### config.mk
export PLATFORM = sky130hd
export DESIGN_NAME = stl_transport_link
export DESIGN_NICKNAME = d
export VERILOG_FILES = /design/src/shared/stl_pkg.sv /design/src/rtl/stl_transport_link.sv
export SDC_FILE = /design/constraint.sdc
export NUM_CORES = 2
export LEC_CHECK = 0
export ABC_AREA = 1
export BUFFER_PORTS_ARGS = -buffer_cell sky130_fd_sc_hd__buf_2
export CAP_MARGIN = 10
export CORE_ASPECT_RATIO = 0.5
export CORE_MARGIN = 4
export CORE_UTILIZATION = 35
export CTS_CLUSTER_DIAMETER = 100
export DETAILED_ROUTE_END_ITERATION = 16
export PLACE_DENSITY = 0.61
export SLEW_MARGIN = 20
export SYNTH_ARGS = -nofsm -noshare
export SYNTH_HDL_FRONTEND = slang
export SYNTH_SLANG_ARGS = --single-unit
### constraint.sdc
create_clock -name clk_sys -period 8.4 [get_ports clk_sys]
set_input_delay 0.42 -clock clk_sys [delete_from_list [all_inputs] [get_ports clk_sys]]
set_output_delay 0.42 -clock clk_sys [all_outputs]
set_load 0.01 [all_outputs]
### src/shared/stl_pkg.sv
// Shared constants and types for the serial link transport/link layer block
package stl_pkg;
  // Primitive words; control character sits in the low byte
  localparam logic [31:0] P_ALIGN = 32'h7b4a4abc;
  localparam logic [31:0] P_SYNC  = 32'hb5b5957c;
  localparam logic [31:0] P_SOF   = 32'h3737b57c;
  localparam logic [31:0] P_EOF   = 32'hd5d5b57c;
  localparam logic [31:0] P_HOLD  = 32'hd5d5aa7c;
  localparam logic [31:0] P_HOLDA = 32'h9595aa7c;
  localparam logic [31:0] P_RIP   = 32'h5555b57c;
  localparam logic [31:0] P_ROK   = 32'h3535b57c;
  localparam logic [31:0] P_RERR  = 32'h5656b57c;
  localparam logic [31:0] P_XRDY  = 32'h5757b57c;
  localparam logic [31:0] P_RRDY  = 32'h4a4a957c;
  localparam logic [31:0] P_WTRM  = 32'h5858b57c;
  localparam logic [31:0] P_DMAT  = 32'h3636b57c;
  // Scrambler and CRC
  localparam logic [15:0] SCR_SEED = 16'hffff;
  localparam logic [15:0] SCR_POLY = 16'ha011;
  localparam logic [10:0] SCR_LAST = 11'h7ff;
  localparam logic [31:0] CRC_SEED = 32'h52325032;
  localparam logic [31:0] CRC_POLY = 32'h04c11db7;
  // ALIGN spacing and frame types
  localparam logic [7:0]  ALIGN_MAX  = 8'hfe;
  localparam logic [7:0]  FT_DATA    = 8'h46;
  localparam logic [7:0]  FT_VEND_A  = 8'hc7;
  localparam logic [7:0]  FT_VEND_B  = 8'hd4;
  // Receive FIFO and transmit buffer geometry
  localparam int unsigned RF_DEPTH = 16;
  localparam logic [4:0]  RF_FULL  = 5'h10;
  localparam logic [1:0]  TB_FULL  = 2'h2;

  typedef struct packed {
    logic [31:0] data;
    logic        isK;
    logic        errDisp;
    logic        errCode;
  } stl_phy_word_type;

  typedef struct packed {
    logic [31:0] data;
    logic        last;
  } stl_tx_word_type;

  typedef enum logic [9:0] {
    ST_IDLE  = 10'h001,
    ST_TRDY  = 10'h002,
    ST_TSOF  = 10'h004,
    ST_TDATA = 10'h008,
    ST_TCRC  = 10'h010,
    ST_TEOF  = 10'h020,
    ST_TWAIT = 10'h040,
    ST_RRDY  = 10'h080,
    ST_RDATA = 10'h100,
    ST_REND  = 10'h200
  } stl_state_type;
endpackage : stl_pkg

### src/rtl/stl_transport_link.sv
// Transport and link layer framer with scrambler, CRC, flow control, ALIGN insertion
`timescale 1ns/1ps

module stl_transport_link import stl_pkg::*; (
  input  logic             clk_sys,
  input  logic             rst_n,
  input  stl_tx_word_type  txWord,
  input  logic             txValid,
  output logic             txReady,
  input  logic             txStart,
  input  logic             txIsData,
  input  logic [4:0]       txLen,
  input  logic             sendCtrlFrameReq,
  output logic             txOk,
  output logic             txNotOk,
  output logic             txErr,
  output logic [31:0]      rxOut,
  output logic             rxOutValid,
  input  logic             rxOutReady,
  output logic             rxFisGood,
  output logic             rxDataFis,
  output logic             rxVendorLong,
  output logic             rxCrcOk,
  output logic             rxCrcBad,
  output logic             rxErrDisp,
  output logic             rxErrCode,
  output logic             rxErr,
  input  stl_phy_word_type phyRx,
  input  logic             phyReady,
  output logic [31:0]      phyTxData,
  output logic             phyTxIsK,
  input  logic [3:0]       cfgRxThresh,
  input  logic [7:0]       cfgAlignRate,
  input  logic [1:0]       lowPowerEnableBits,
  input  logic             cfgGen2,
  input  logic             pmReq,
  output logic             pmStart,
  output logic             lineGen2,
  output logic             linkUp,
  output logic             linkChange
);

  // Scrambler step: 32 output bits per word, Galois form of the 16th order polynomial
  function automatic logic [47:0] scrStep(input logic [15:0] s);
    logic [15:0] t;
    logic [31:0] o;
    t = s;
    o = '0;
    for (int i = 0; i < 32; i++) begin
      o[i] = t[15];
      t = {t[14:0], 1'b0} ^ (t[15] ? SCR_POLY : 16'h0000);
    end
    return {t, o};
  endfunction : scrStep

  // CRC step over one word, most significant bit first
  function automatic logic [31:0] crcStep(input logic [31:0] c, input logic [31:0] d);
    logic [31:0] r;
    r = c;
    for (int i = 31; i >= 0; i--) begin
      r = {r[30:0], 1'b0} ^ ((r[31] ^ d[i]) ? CRC_POLY : 32'h00000000);
    end
    return r;
  endfunction : crcStep

  stl_state_type    st_r, st_nxt;
  stl_phy_word_type rxMeta_r, rxS_r;
  logic             rdyMeta_r, rdyS_r, rdyPrev_r;
  stl_tx_word_type  tbMem [2];
  logic             tbWp_r, tbRp_r;
  logic [1:0]       tbCnt_r;
  logic [31:0]      ctlMem [32];
  logic [31:0]      rfMem [RF_DEPTH];
  logic [3:0]       rfWp_r, rfRp_r;
  logic [4:0]       rfCnt_r;
  logic             txPend_r, isData_r, retry_r, farHold_r;
  logic [4:0]       len_r, idx_r;
  logic [7:0]       alignRate_r, alignCnt_r;
  logic [3:0]       rxThresh_r;
  logic [1:0]       alignLeft_r;
  logic [15:0]      scrTx_r, scrRx_r;
  logic [10:0]      scrTxCnt_r, scrRxCnt_r;
  logic [31:0]      txCrc_r, rxCrc_r, pendWord_r;
  logic             pendV_r, rxFirst_r, rxBad_r, vendor_r, vSig_r, isDataRx_r;
  logic [31:0]      txWordNxt;
  logic             txKNxt;

  // Two-flop synchronisers on everything arriving from the PHY pins
  always_ff @(posedge clk_sys) begin
    if (!rst_n) begin
      rxMeta_r  <= '0;
      rxS_r     <= '0;
      rdyMeta_r <= 1'b0;
      rdyS_r    <= 1'b0;
      rdyPrev_r <= 1'b0;
    end else begin
      rxMeta_r  <= phyRx;
      rxS_r     <= rxMeta_r;
      rdyMeta_r <= phyReady;
      rdyS_r    <= rdyMeta_r;
      rdyPrev_r <= rdyS_r;
    end
  end

  // Received primitive decode; ALIGN words fall through and are simply ignored
  wire rxPrim  = rxS_r.isK;
  wire rxDataW = !rxS_r.isK;
  wire rxSync  = rxPrim && (rxS_r.data == P_SYNC);
  wire rxXrdy  = rxPrim && (rxS_r.data == P_XRDY);
  wire rxRrdy  = rxPrim && (rxS_r.data == P_RRDY);
  wire rxSof   = rxPrim && (rxS_r.data == P_SOF);
  wire rxEof   = rxPrim && (rxS_r.data == P_EOF);
  wire rxHold  = rxPrim && (rxS_r.data == P_HOLD);
  wire rxRok   = rxPrim && (rxS_r.data == P_ROK);
  wire rxRerr  = rxPrim && (rxS_r.data == P_RERR);
  wire rxWtrm  = rxPrim && (rxS_r.data == P_WTRM);
  wire rxDmat  = rxPrim && (rxS_r.data == P_DMAT);
  wire rxAlign = rxPrim && (rxS_r.data == P_ALIGN);

  // Transmit source: the two-entry buffer, or the saved copy on a retry
  wire        alignNow = alignLeft_r != 2'h0;
  wire        srcValid = retry_r || (tbCnt_r != 2'h0);
  wire [31:0] srcWord  = retry_r ? ctlMem[idx_r] : tbMem[tbRp_r].data;
  wire        lenEnd   = idx_r == (len_r - 5'h01);
  wire        srcLast  = isData_r ? tbMem[tbRp_r].last : lenEnd;
  wire        take     = (st_r == ST_TDATA) && !alignNow && !farHold_r && srcValid;
  wire        tbPush   = txValid && txReady;
  wire        tbPop    = take && !retry_r;
  wire        txBusy   = (st_r == ST_TSOF) || (st_r == ST_TDATA) || (st_r == ST_TCRC)
                         || (st_r == ST_TEOF) || (st_r == ST_TWAIT);
  wire        txFault  = txBusy && (rxSync || !rdyS_r);
  wire [47:0] scrTxN   = scrStep(scrTx_r);
  wire [47:0] scrRxN   = scrStep(scrRx_r);
  wire        scrTxAdv = take || ((st_r == ST_TCRC) && !alignNow);
  assign txReady = tbCnt_r != TB_FULL;

  // Receive side: one-word delay so the last data word before EOF is the CRC
  wire [31:0] rxDw     = rxS_r.data ^ scrRxN[31:0];
  wire        rxTake   = (st_r == ST_RDATA) && rxDataW;
  wire        rfPushRq = rxTake && pendV_r;
  wire        rfPush   = rfPushRq && (rfCnt_r != RF_FULL);
  wire        rfPop    = rxOutValid && rxOutReady;
  wire        rxHoldRq = rfCnt_r > {1'b0, rxThresh_r};
  wire        crcMatch = pendV_r && (pendWord_r == rxCrc_r);
  wire        rxFrmErr = (st_r == ST_RDATA) && (rxS_r.errDisp || rxS_r.errCode);
  wire        rxAbort  = (st_r == ST_RDATA) && (rxSync || !rdyS_r);
  wire [7:0]  rateEff  = ((cfgAlignRate == 8'h00) || (cfgAlignRate > ALIGN_MAX))
                         ? ALIGN_MAX : cfgAlignRate;
  wire        frmType  = (pendWord_r[7:0] == FT_VEND_A) || (pendWord_r[7:0] == FT_VEND_B);
  assign rxOut      = rfMem[rfRp_r];
  assign rxOutValid = rfCnt_r != 5'h00;

  // Link state machine: idle arbitration, transmit and receive sequences
  always_comb begin
    st_nxt = st_r;
    unique case (st_r)
      ST_IDLE:  if (rxXrdy) st_nxt = ST_RRDY;
                else if (txPend_r) st_nxt = ST_TRDY;
      ST_TRDY:  if (rxXrdy) st_nxt = ST_RRDY;
                else if (rxRrdy && !alignNow) st_nxt = ST_TSOF;
      ST_TSOF:  if (!alignNow) st_nxt = ST_TDATA;
      ST_TDATA: if (rxDmat || sendCtrlFrameReq || (take && srcLast)) st_nxt = ST_TCRC;
      ST_TCRC:  if (!alignNow) st_nxt = ST_TEOF;
      ST_TEOF:  if (!alignNow) st_nxt = ST_TWAIT;
      ST_TWAIT: if (rxRok || rxRerr) st_nxt = ST_IDLE;
      ST_RRDY:  if (rxSof) st_nxt = ST_RDATA;
                else if (rxSync) st_nxt = ST_IDLE;
      ST_RDATA: if (rxEof || rxWtrm) st_nxt = ST_REND;
                else if (sendCtrlFrameReq) st_nxt = ST_IDLE;
      ST_REND:  if (rxSync) st_nxt = ST_IDLE;
    endcase
    // Link loss and unexpected SYNC win over everything else
    if (txFault || rxAbort || !rdyS_r) st_nxt = ST_IDLE;
  end

  // Transmit word selection; one direction of payload at a time
  always_comb begin
    txKNxt    = 1'b1;
    txWordNxt = P_SYNC;
    if (alignNow) txWordNxt = P_ALIGN;
    else begin
      unique case (st_r)
        ST_IDLE:  txWordNxt = P_SYNC;
        ST_TRDY:  txWordNxt = P_XRDY;
        ST_TSOF:  txWordNxt = P_SOF;
        ST_TDATA: if (farHold_r) txWordNxt = P_HOLDA;
                  else if (!srcValid) txWordNxt = P_HOLD;
                  else begin
                    txWordNxt = srcWord ^ scrTxN[31:0];
                    txKNxt    = 1'b0;
                  end
        ST_TCRC:  begin
                    txWordNxt = txCrc_r ^ scrTxN[31:0];
                    txKNxt    = 1'b0;
                  end
        ST_TEOF:  txWordNxt = P_EOF;
        ST_TWAIT: txWordNxt = P_WTRM;
        ST_RRDY:  txWordNxt = P_RRDY;
        ST_RDATA: if (rxHoldRq) txWordNxt = P_HOLD;
                  else if (farHold_r) txWordNxt = P_HOLDA;
                  else txWordNxt = P_RIP;
        ST_REND:  txWordNxt = rxBad_r ? P_RERR : P_ROK;
      endcase
    end
  end

  // State, output word and ALIGN spacing
  always_ff @(posedge clk_sys) begin
    if (!rst_n) begin
      st_r        <= ST_IDLE;
      phyTxData   <= P_SYNC;
      phyTxIsK    <= 1'b1;
      alignCnt_r  <= 8'h00;
      alignLeft_r <= 2'h0;
    end else begin
      st_r      <= st_nxt;
      phyTxData <= txWordNxt;
      phyTxIsK  <= txKNxt;
      if (alignNow) alignLeft_r <= alignLeft_r - 2'h1;
      else if (alignCnt_r >= alignRate_r - 8'h01) begin
        alignLeft_r <= 2'h2;
        alignCnt_r  <= 8'h00;
      end else alignCnt_r <= alignCnt_r + 8'h01;
    end
  end

  // Frame bookkeeping: request latch, retry, configuration sampled in idle
  always_ff @(posedge clk_sys) begin
    if (!rst_n) begin
      txPend_r <= 1'b0;
      isData_r <= 1'b0;
      retry_r  <= 1'b0;
      len_r    <= 5'h00;
      idx_r    <= 5'h00;
      farHold_r   <= 1'b0;
      alignRate_r <= ALIGN_MAX;
      rxThresh_r  <= 4'h0;
    end else begin
      if (st_r == ST_IDLE) begin
        alignRate_r <= rateEff;
        rxThresh_r  <= cfgRxThresh;
      end
      if (txStart && !txPend_r) begin
        txPend_r <= 1'b1;
        isData_r <= txIsData;
        len_r    <= txLen;
        retry_r  <= 1'b0;
      end
      if (rxHold) farHold_r <= 1'b1;
      else if ((rxPrim && !rxAlign) || rxDataW) farHold_r <= 1'b0;
      if (st_r == ST_TSOF) idx_r <= 5'h00;
      else if (take) idx_r <= idx_r + 5'h01;
      // Rejection of a non-data frame keeps it pending from the saved copy
      if (((st_r == ST_TWAIT) && rxRerr) || txFault) begin
        txPend_r <= !isData_r;
        retry_r  <= !isData_r;
      end else if ((st_r == ST_TWAIT) && rxRok) begin
        txPend_r <= 1'b0;
        retry_r  <= 1'b0;
      end
    end
  end

  // Transmit buffer pointers, saved copy of non-data frame, scrambler and CRC
  always_ff @(posedge clk_sys) begin
    if (!rst_n) begin
      tbWp_r     <= 1'b0;
      tbRp_r     <= 1'b0;
      tbCnt_r    <= 2'h0;
      scrTx_r    <= SCR_SEED;
      scrTxCnt_r <= 11'h000;
      txCrc_r    <= CRC_SEED;
    end else begin
      if (tbPush) tbWp_r <= !tbWp_r;
      if (tbPop) tbRp_r <= !tbRp_r;
      tbCnt_r <= tbCnt_r + {1'b0, tbPush} - {1'b0, tbPop};
      if (st_r == ST_TSOF) begin
        scrTx_r    <= SCR_SEED;
        scrTxCnt_r <= 11'h000;
        txCrc_r    <= CRC_SEED;
      end else if (scrTxAdv) begin
        scrTx_r    <= (scrTxCnt_r == SCR_LAST) ? SCR_SEED : scrTxN[47:32];
        scrTxCnt_r <= scrTxCnt_r + 11'h001;
        if (take) txCrc_r <= crcStep(txCrc_r, srcWord);
      end
    end
  end

  // Storage arrays carry no reset; pointers and counts guard them
  always_ff @(posedge clk_sys) begin
    if (tbPush) tbMem[tbWp_r] <= txWord;
    if (tbPop && !isData_r) ctlMem[idx_r] <= srcWord;
    if (rfPush) rfMem[rfWp_r] <= pendWord_r;
  end

  // Receive pipeline: descramble, delay one word, CRC and FIFO fill
  always_ff @(posedge clk_sys) begin
    if (!rst_n) begin
      scrRx_r    <= SCR_SEED;
      scrRxCnt_r <= 11'h000;
      rxCrc_r    <= CRC_SEED;
      pendV_r    <= 1'b0;
      pendWord_r <= 32'h00000000;
      rfWp_r     <= 4'h0;
      rfRp_r     <= 4'h0;
      rfCnt_r    <= 5'h00;
      rxFirst_r  <= 1'b0;
      rxBad_r    <= 1'b0;
      vendor_r   <= 1'b0;
      vSig_r     <= 1'b0;
      isDataRx_r <= 1'b0;
    end else begin
      if ((st_r == ST_RRDY) && rxSof) begin
        scrRx_r    <= SCR_SEED;
        scrRxCnt_r <= 11'h000;
        rxCrc_r    <= CRC_SEED;
        pendV_r    <= 1'b0;
        rxFirst_r  <= 1'b1;
        rxBad_r    <= 1'b0;
        vendor_r   <= 1'b0;
        vSig_r     <= 1'b0;
        isDataRx_r <= 1'b0;
      end else if (rxTake) begin
        scrRx_r    <= (scrRxCnt_r == SCR_LAST) ? SCR_SEED : scrRxN[47:32];
        scrRxCnt_r <= scrRxCnt_r + 11'h001;
        pendWord_r <= rxDw;
        pendV_r    <= 1'b1;
        if (pendV_r) rxCrc_r <= crcStep(rxCrc_r, pendWord_r);
      end
      if (rfPushRq && rxFirst_r) begin
        rxFirst_r  <= 1'b0;
        vendor_r   <= frmType;
        isDataRx_r <= pendWord_r[7:0] == FT_DATA;
      end
      if (vendor_r && rxHoldRq) vSig_r <= 1'b1;
      if (rxFrmErr || rxWtrm || (rfPushRq && !rfPush)) rxBad_r <= 1'b1;
      else if ((st_r == ST_RDATA) && rxEof && !crcMatch) rxBad_r <= 1'b1;
      if (rfPush) rfWp_r <= rfWp_r + 4'h1;
      if (rfPop) rfRp_r <= rfRp_r + 4'h1;
      rfCnt_r <= rfCnt_r + {4'h0, rfPush} - {4'h0, rfPop};
    end
  end

  // Event pulses and status levels (lineGen2, linkUp) toward transport and command layers
  always_ff @(posedge clk_sys) begin
    if (!rst_n) begin
      {txOk, txNotOk, txErr, rxFisGood, rxDataFis, rxVendorLong} <= 6'h00;
      {rxCrcOk, rxCrcBad, rxErrDisp, rxErrCode, rxErr}           <= 5'h00;
      {pmStart, lineGen2, linkUp, linkChange}                    <= 4'h0;
    end else begin
      txOk       <= (st_r == ST_TWAIT) && rxRok;
      txNotOk    <= (st_r == ST_TWAIT) && rxRerr;
      txErr      <= txFault;
      rxCrcOk    <= (st_r == ST_RDATA) && rxEof && crcMatch;
      rxCrcBad   <= (st_r == ST_RDATA) && rxEof && !crcMatch;
      rxFisGood  <= (st_r == ST_RDATA) && rxEof && crcMatch && !isDataRx_r
                    && !vSig_r && !rxBad_r;
      rxDataFis  <= rfPush && rxFirst_r && (pendWord_r[7:0] == FT_DATA);
      rxVendorLong <= vendor_r && !vSig_r && rxHoldRq;
      rxErrDisp  <= rxFrmErr && rxS_r.errDisp;
      rxErrCode  <= rxFrmErr && rxS_r.errCode;
      rxErr      <= ((st_r == ST_RDATA) && rxWtrm) || rxAbort;
      pmStart    <= pmReq && (st_r == ST_IDLE) && (lowPowerEnableBits != 2'h0);
      lineGen2   <= cfgGen2;
      linkUp     <= rdyS_r;
      linkChange <= rdyS_r ^ rdyPrev_r;
    end
  end
endmodule : stl_transport_link

==> results.tsv <==
stage	metric	value	unit
synthesis	avgSynthCellArea	11.2	sq um
synthesis	synth_top_area_share	55.0	%
setup_path	path_class	reg -> reg	
sta	fin_crit	7.54	ns
floorplan	ios	179	
setup_path	r2r_end	phyTxData[29]	
sta	worst_slack	0.864	ns
synthesis	ys.flop_type	edfxtp_1	
synthesis	postSynthCellCount	7823	
pwr	vdd_drop_max	562	uV
clock_tree	cts_buffers	190	
routing	vias	61119	
sta	rsz0062_at_grt	false	
setup_path	cp-start-kind	register	
setup_path	rrSetupSlack	0.86	ns
setup_path	critPathMaxStageDelay	0.73	ns
synthesis	synth-seq-cells	1951	
setup_path	cpMaxStageDelayCell	o311ai_0	
finish	area_growth	14.3	%
sta	worst-slew-pin-transition	1.38	ns
synthesis	mappedNetlistArea	87400	sq um
synthesis	synth-compound-area-share	12.2	%
floorplan	dieArea	258000	sq um
setup_path	crit_path_frequent_cell	nand2_2	
global_routing	first_global_vias	57855	
floorplan	dieWidth	715	microns
pwr	total_power	26.7	mW
setup_path	worstPathRequired	9.02	ns
clock_tree	clkLatencyLatePin	0.87	ns
finish	nets	8198	
setup_path	crit_buf_inv	7	
place	numPortBuffers	178	
synthesis	yosysSeqAreaShare	63.0	%
finish	drive_gt1_share	11.3	%
sta	skew	0.0905	ns
place	gp_congestion	0.981	
setup_path	path_delay_family	simple AND/OR/NAND/NOR gates	
clock_tree	post_cts_resized	0	
place	pre_cts_ws	0.872	ns
clock_tree	path_clk_slew	0.06	ns
pwr	leakage	35.5	nW
routing	ant_nets	0	
sta	slew-limit-headroom	7.40	%
setup_path	worst_setup_path_end_kind	register	
clock_tree	cts_tree	done	
setup_path	r2r-start	scrTx_r[15]	
sta	fmax	133	MHz
synthesis	yosys-top-cells-count	edfxtp_1, o21ai_0, nor2_1	
sta	final_max_slew_viol_count	0	
setup_path	startpoint	scrTx_r[15]	
setup_path	worstRegToRegCells	52	
clock_tree	h-tree-depth	4	
global_routing	grt_max_degree	232	
sta	period_share	89.7	%
synthesis	synth_top_family_by_area	compound AO/OA/AOI/OAI gates	
synthesis	ys_async_sr_fraction	0	%
global_routing	grt_pass1_wl	387000	microns
place	dp_hpwl	161000	microns
clock_tree	cts.path.max_buffers	4	
synthesis	yosysTopAreaCell	edfxtp_1	
synthesis	syn_nets	7960	
finish	post-route-util	40.3	%
floorplan	die_h	361	microns
synthesis	synthAdderAreaFrac	0.581	%
synthesis	yosysMostFrequentCell	edfxtp_1	
synthesis	ys_types	66	
setup_path	crit_path_end	phyTxData[29]	
sta	setup_viol	0	
synthesis	synth_area_leaders	edfxtp_1, dfxtp_1, o21ai_0	
setup_path	critPathArrivalTime	8.16	ns
sta	hold_violations	0	
floorplan	start_util	35.3	%
clock_tree	cts-root-buf	clkbuf_16	
hold_path	hp-class	in -> reg	
floorplan	placementRows	129	
pwr	power_per_cell_area	267	nW/um^2
global_routing	antenna_found_initial	4	
floorplan	core_area	248000	sq um
clock_tree	clkSinkCount	1951	
synthesis	synth_xor_area_share	7.25	%
setup_path	crit_cells	52	
synthesis	muxShareOfSynthArea	1.66	%
global_routing	grt_usage	19.8	%
synthesis	synth_simple_gate_area_share	10.6	%
status	outcome	finished, final reports clean	
run	maxCapViolCount	0	
sta	tns	0	ns
setup_path	critPathMaxFanout	10	
routing	vias_per_cell	5.29	
routing	finalWirelength	266000	microns
global_routing	grt.overflow.total	0	
routing	drt_pre_antenna_iters	8	
routing	drtIter0Drc	6532	
synthesis	ys_warn_count	0	
synthesis	synth_edf_count	1602	
routing	drc	0	
routing	route.detailed.wl_per_inst	23.1	microns
[metal layers]
| layer | GRT usage (%) | vias to the layer above | wire [microns] |
|---|---|---|---|
| met2 | 32.7 | 2403 | 125000 |
| met5 | 0 | - | 41 |
| met3 | 2.86 | 542 | 19000 |
| met4 | 7.23 | 6 | 10500 |
| met1 | 26.6 | 30062 | 112000 |
| li1 | - | 28106 | - |
[per-stage QoR]
stage	std cells	area (sq um)	hold slack, ns
after global routing	11545	99900	0.102
after global placement	11104	92700	0.398
after CTS	11544	99900	0.0512
after detailed placement	11108	92800	0.399
final	11549	99900	0.0964
after floorplan	7823	87400	0.390
[cells in the final DEF (no fill, tap or decap), drive strengths merged, types with 54 or more instances in the layout]
cell,instances
a21oi,339
buf,337
clkbuf,241
clkinv,69
dfxtp,349
dlygate4sd3,100
edfxtp,1602
inv,648
mux2i,145
nand2,693
nand3,314
nor2,888
nor3,55
o211ai,176
o21ai,978
o221ai,54
o22ai,281
xnor2,193
xor2,491
[kinds of logic after synthesis]
group	Yosys count
muxes	145
buffers and inverters	1038
AOI/OAI and AO/OA	1894
and+or+nand+nor	2071
adders and majority gates	40
DFF	1951
xor gates and xnor gates	684
[where the power goes]
part | total (mW) | internal [mW] | switching (mW) | leakage (nW)
sequential | 10.7 | 10.6 | 0.130 | 16.2
clock | 8.63 | 4.92 | 3.71 | 3.00
combinational | 7.36 | 2.80 | 4.56 | 16.3
[state kept, by name (all words and copies together) (netlist names), 5 cells and up, named ones only]
signal,flops
pendWord_r,32
tbMem,66
rxS_r,34
len_r,5
st_r,10
txCrc_r,32
scrRx_r,16
rfMem,512
alignRate_r,8
idx_r,5
rxMeta_r,35
alignCnt_r,8
rxCrc_r,32
rfCnt_r,5
scrTx_r,16
scrRxCnt_r,11
ctlMem,1024
phyTxData,32
scrTxCnt_r,11
[timing repair]
| action | CTS | global route |
|---|---|---|
| hold buffers | 100 | 0 |
| hold endpoints to repair | 128 | 0 |
| setup buffers | 0 | 0 |
| setup endpoints to repair | 0 | 0 |
[worst min path at each step]
stage / start / to / slack (ns) / cells after the start
2_1_floorplan: rdyMeta_r / rdyS_r / 0.39 / 2
3_3_place_gp: rdyMeta_r / rdyS_r / 0.40 / 2
3_5_place_dp: rxMeta_r[6] / rxS_r[6] / 0.40 / 2
4_1_cts: txIsData / isData_r / 0.05 / 3
5_1_grt: txIsData / isData_r / 0.10 / 3
6_report: txIsData / isData_r / 0.1 / 3
[area by class of cell]
cell class	instances	area (sq um)
sequential	1951	55100
timing repair buffer	437	3290
fill	23506	148000
clock buffer	241	5110
clock inverter	95	1000
antenna	4	10.0
tap	3340	4180
multi-input combinational	4834	28800
inverter	647	2460
[worst reg2reg max path: cells and delay by family (launching register included)]
kind / cells / cell delay [ns]
AND/OR/NAND/NOR: 43 / 5.28
AO/OA/AOI/OAI: 1 / 0.73
flip-flops: 1 / 0.64
buffers and inverters: 7 / 0.62
XOR/XNOR: 1 / 0.14
No activity file was read; power rests on OpenSTA's default activity.
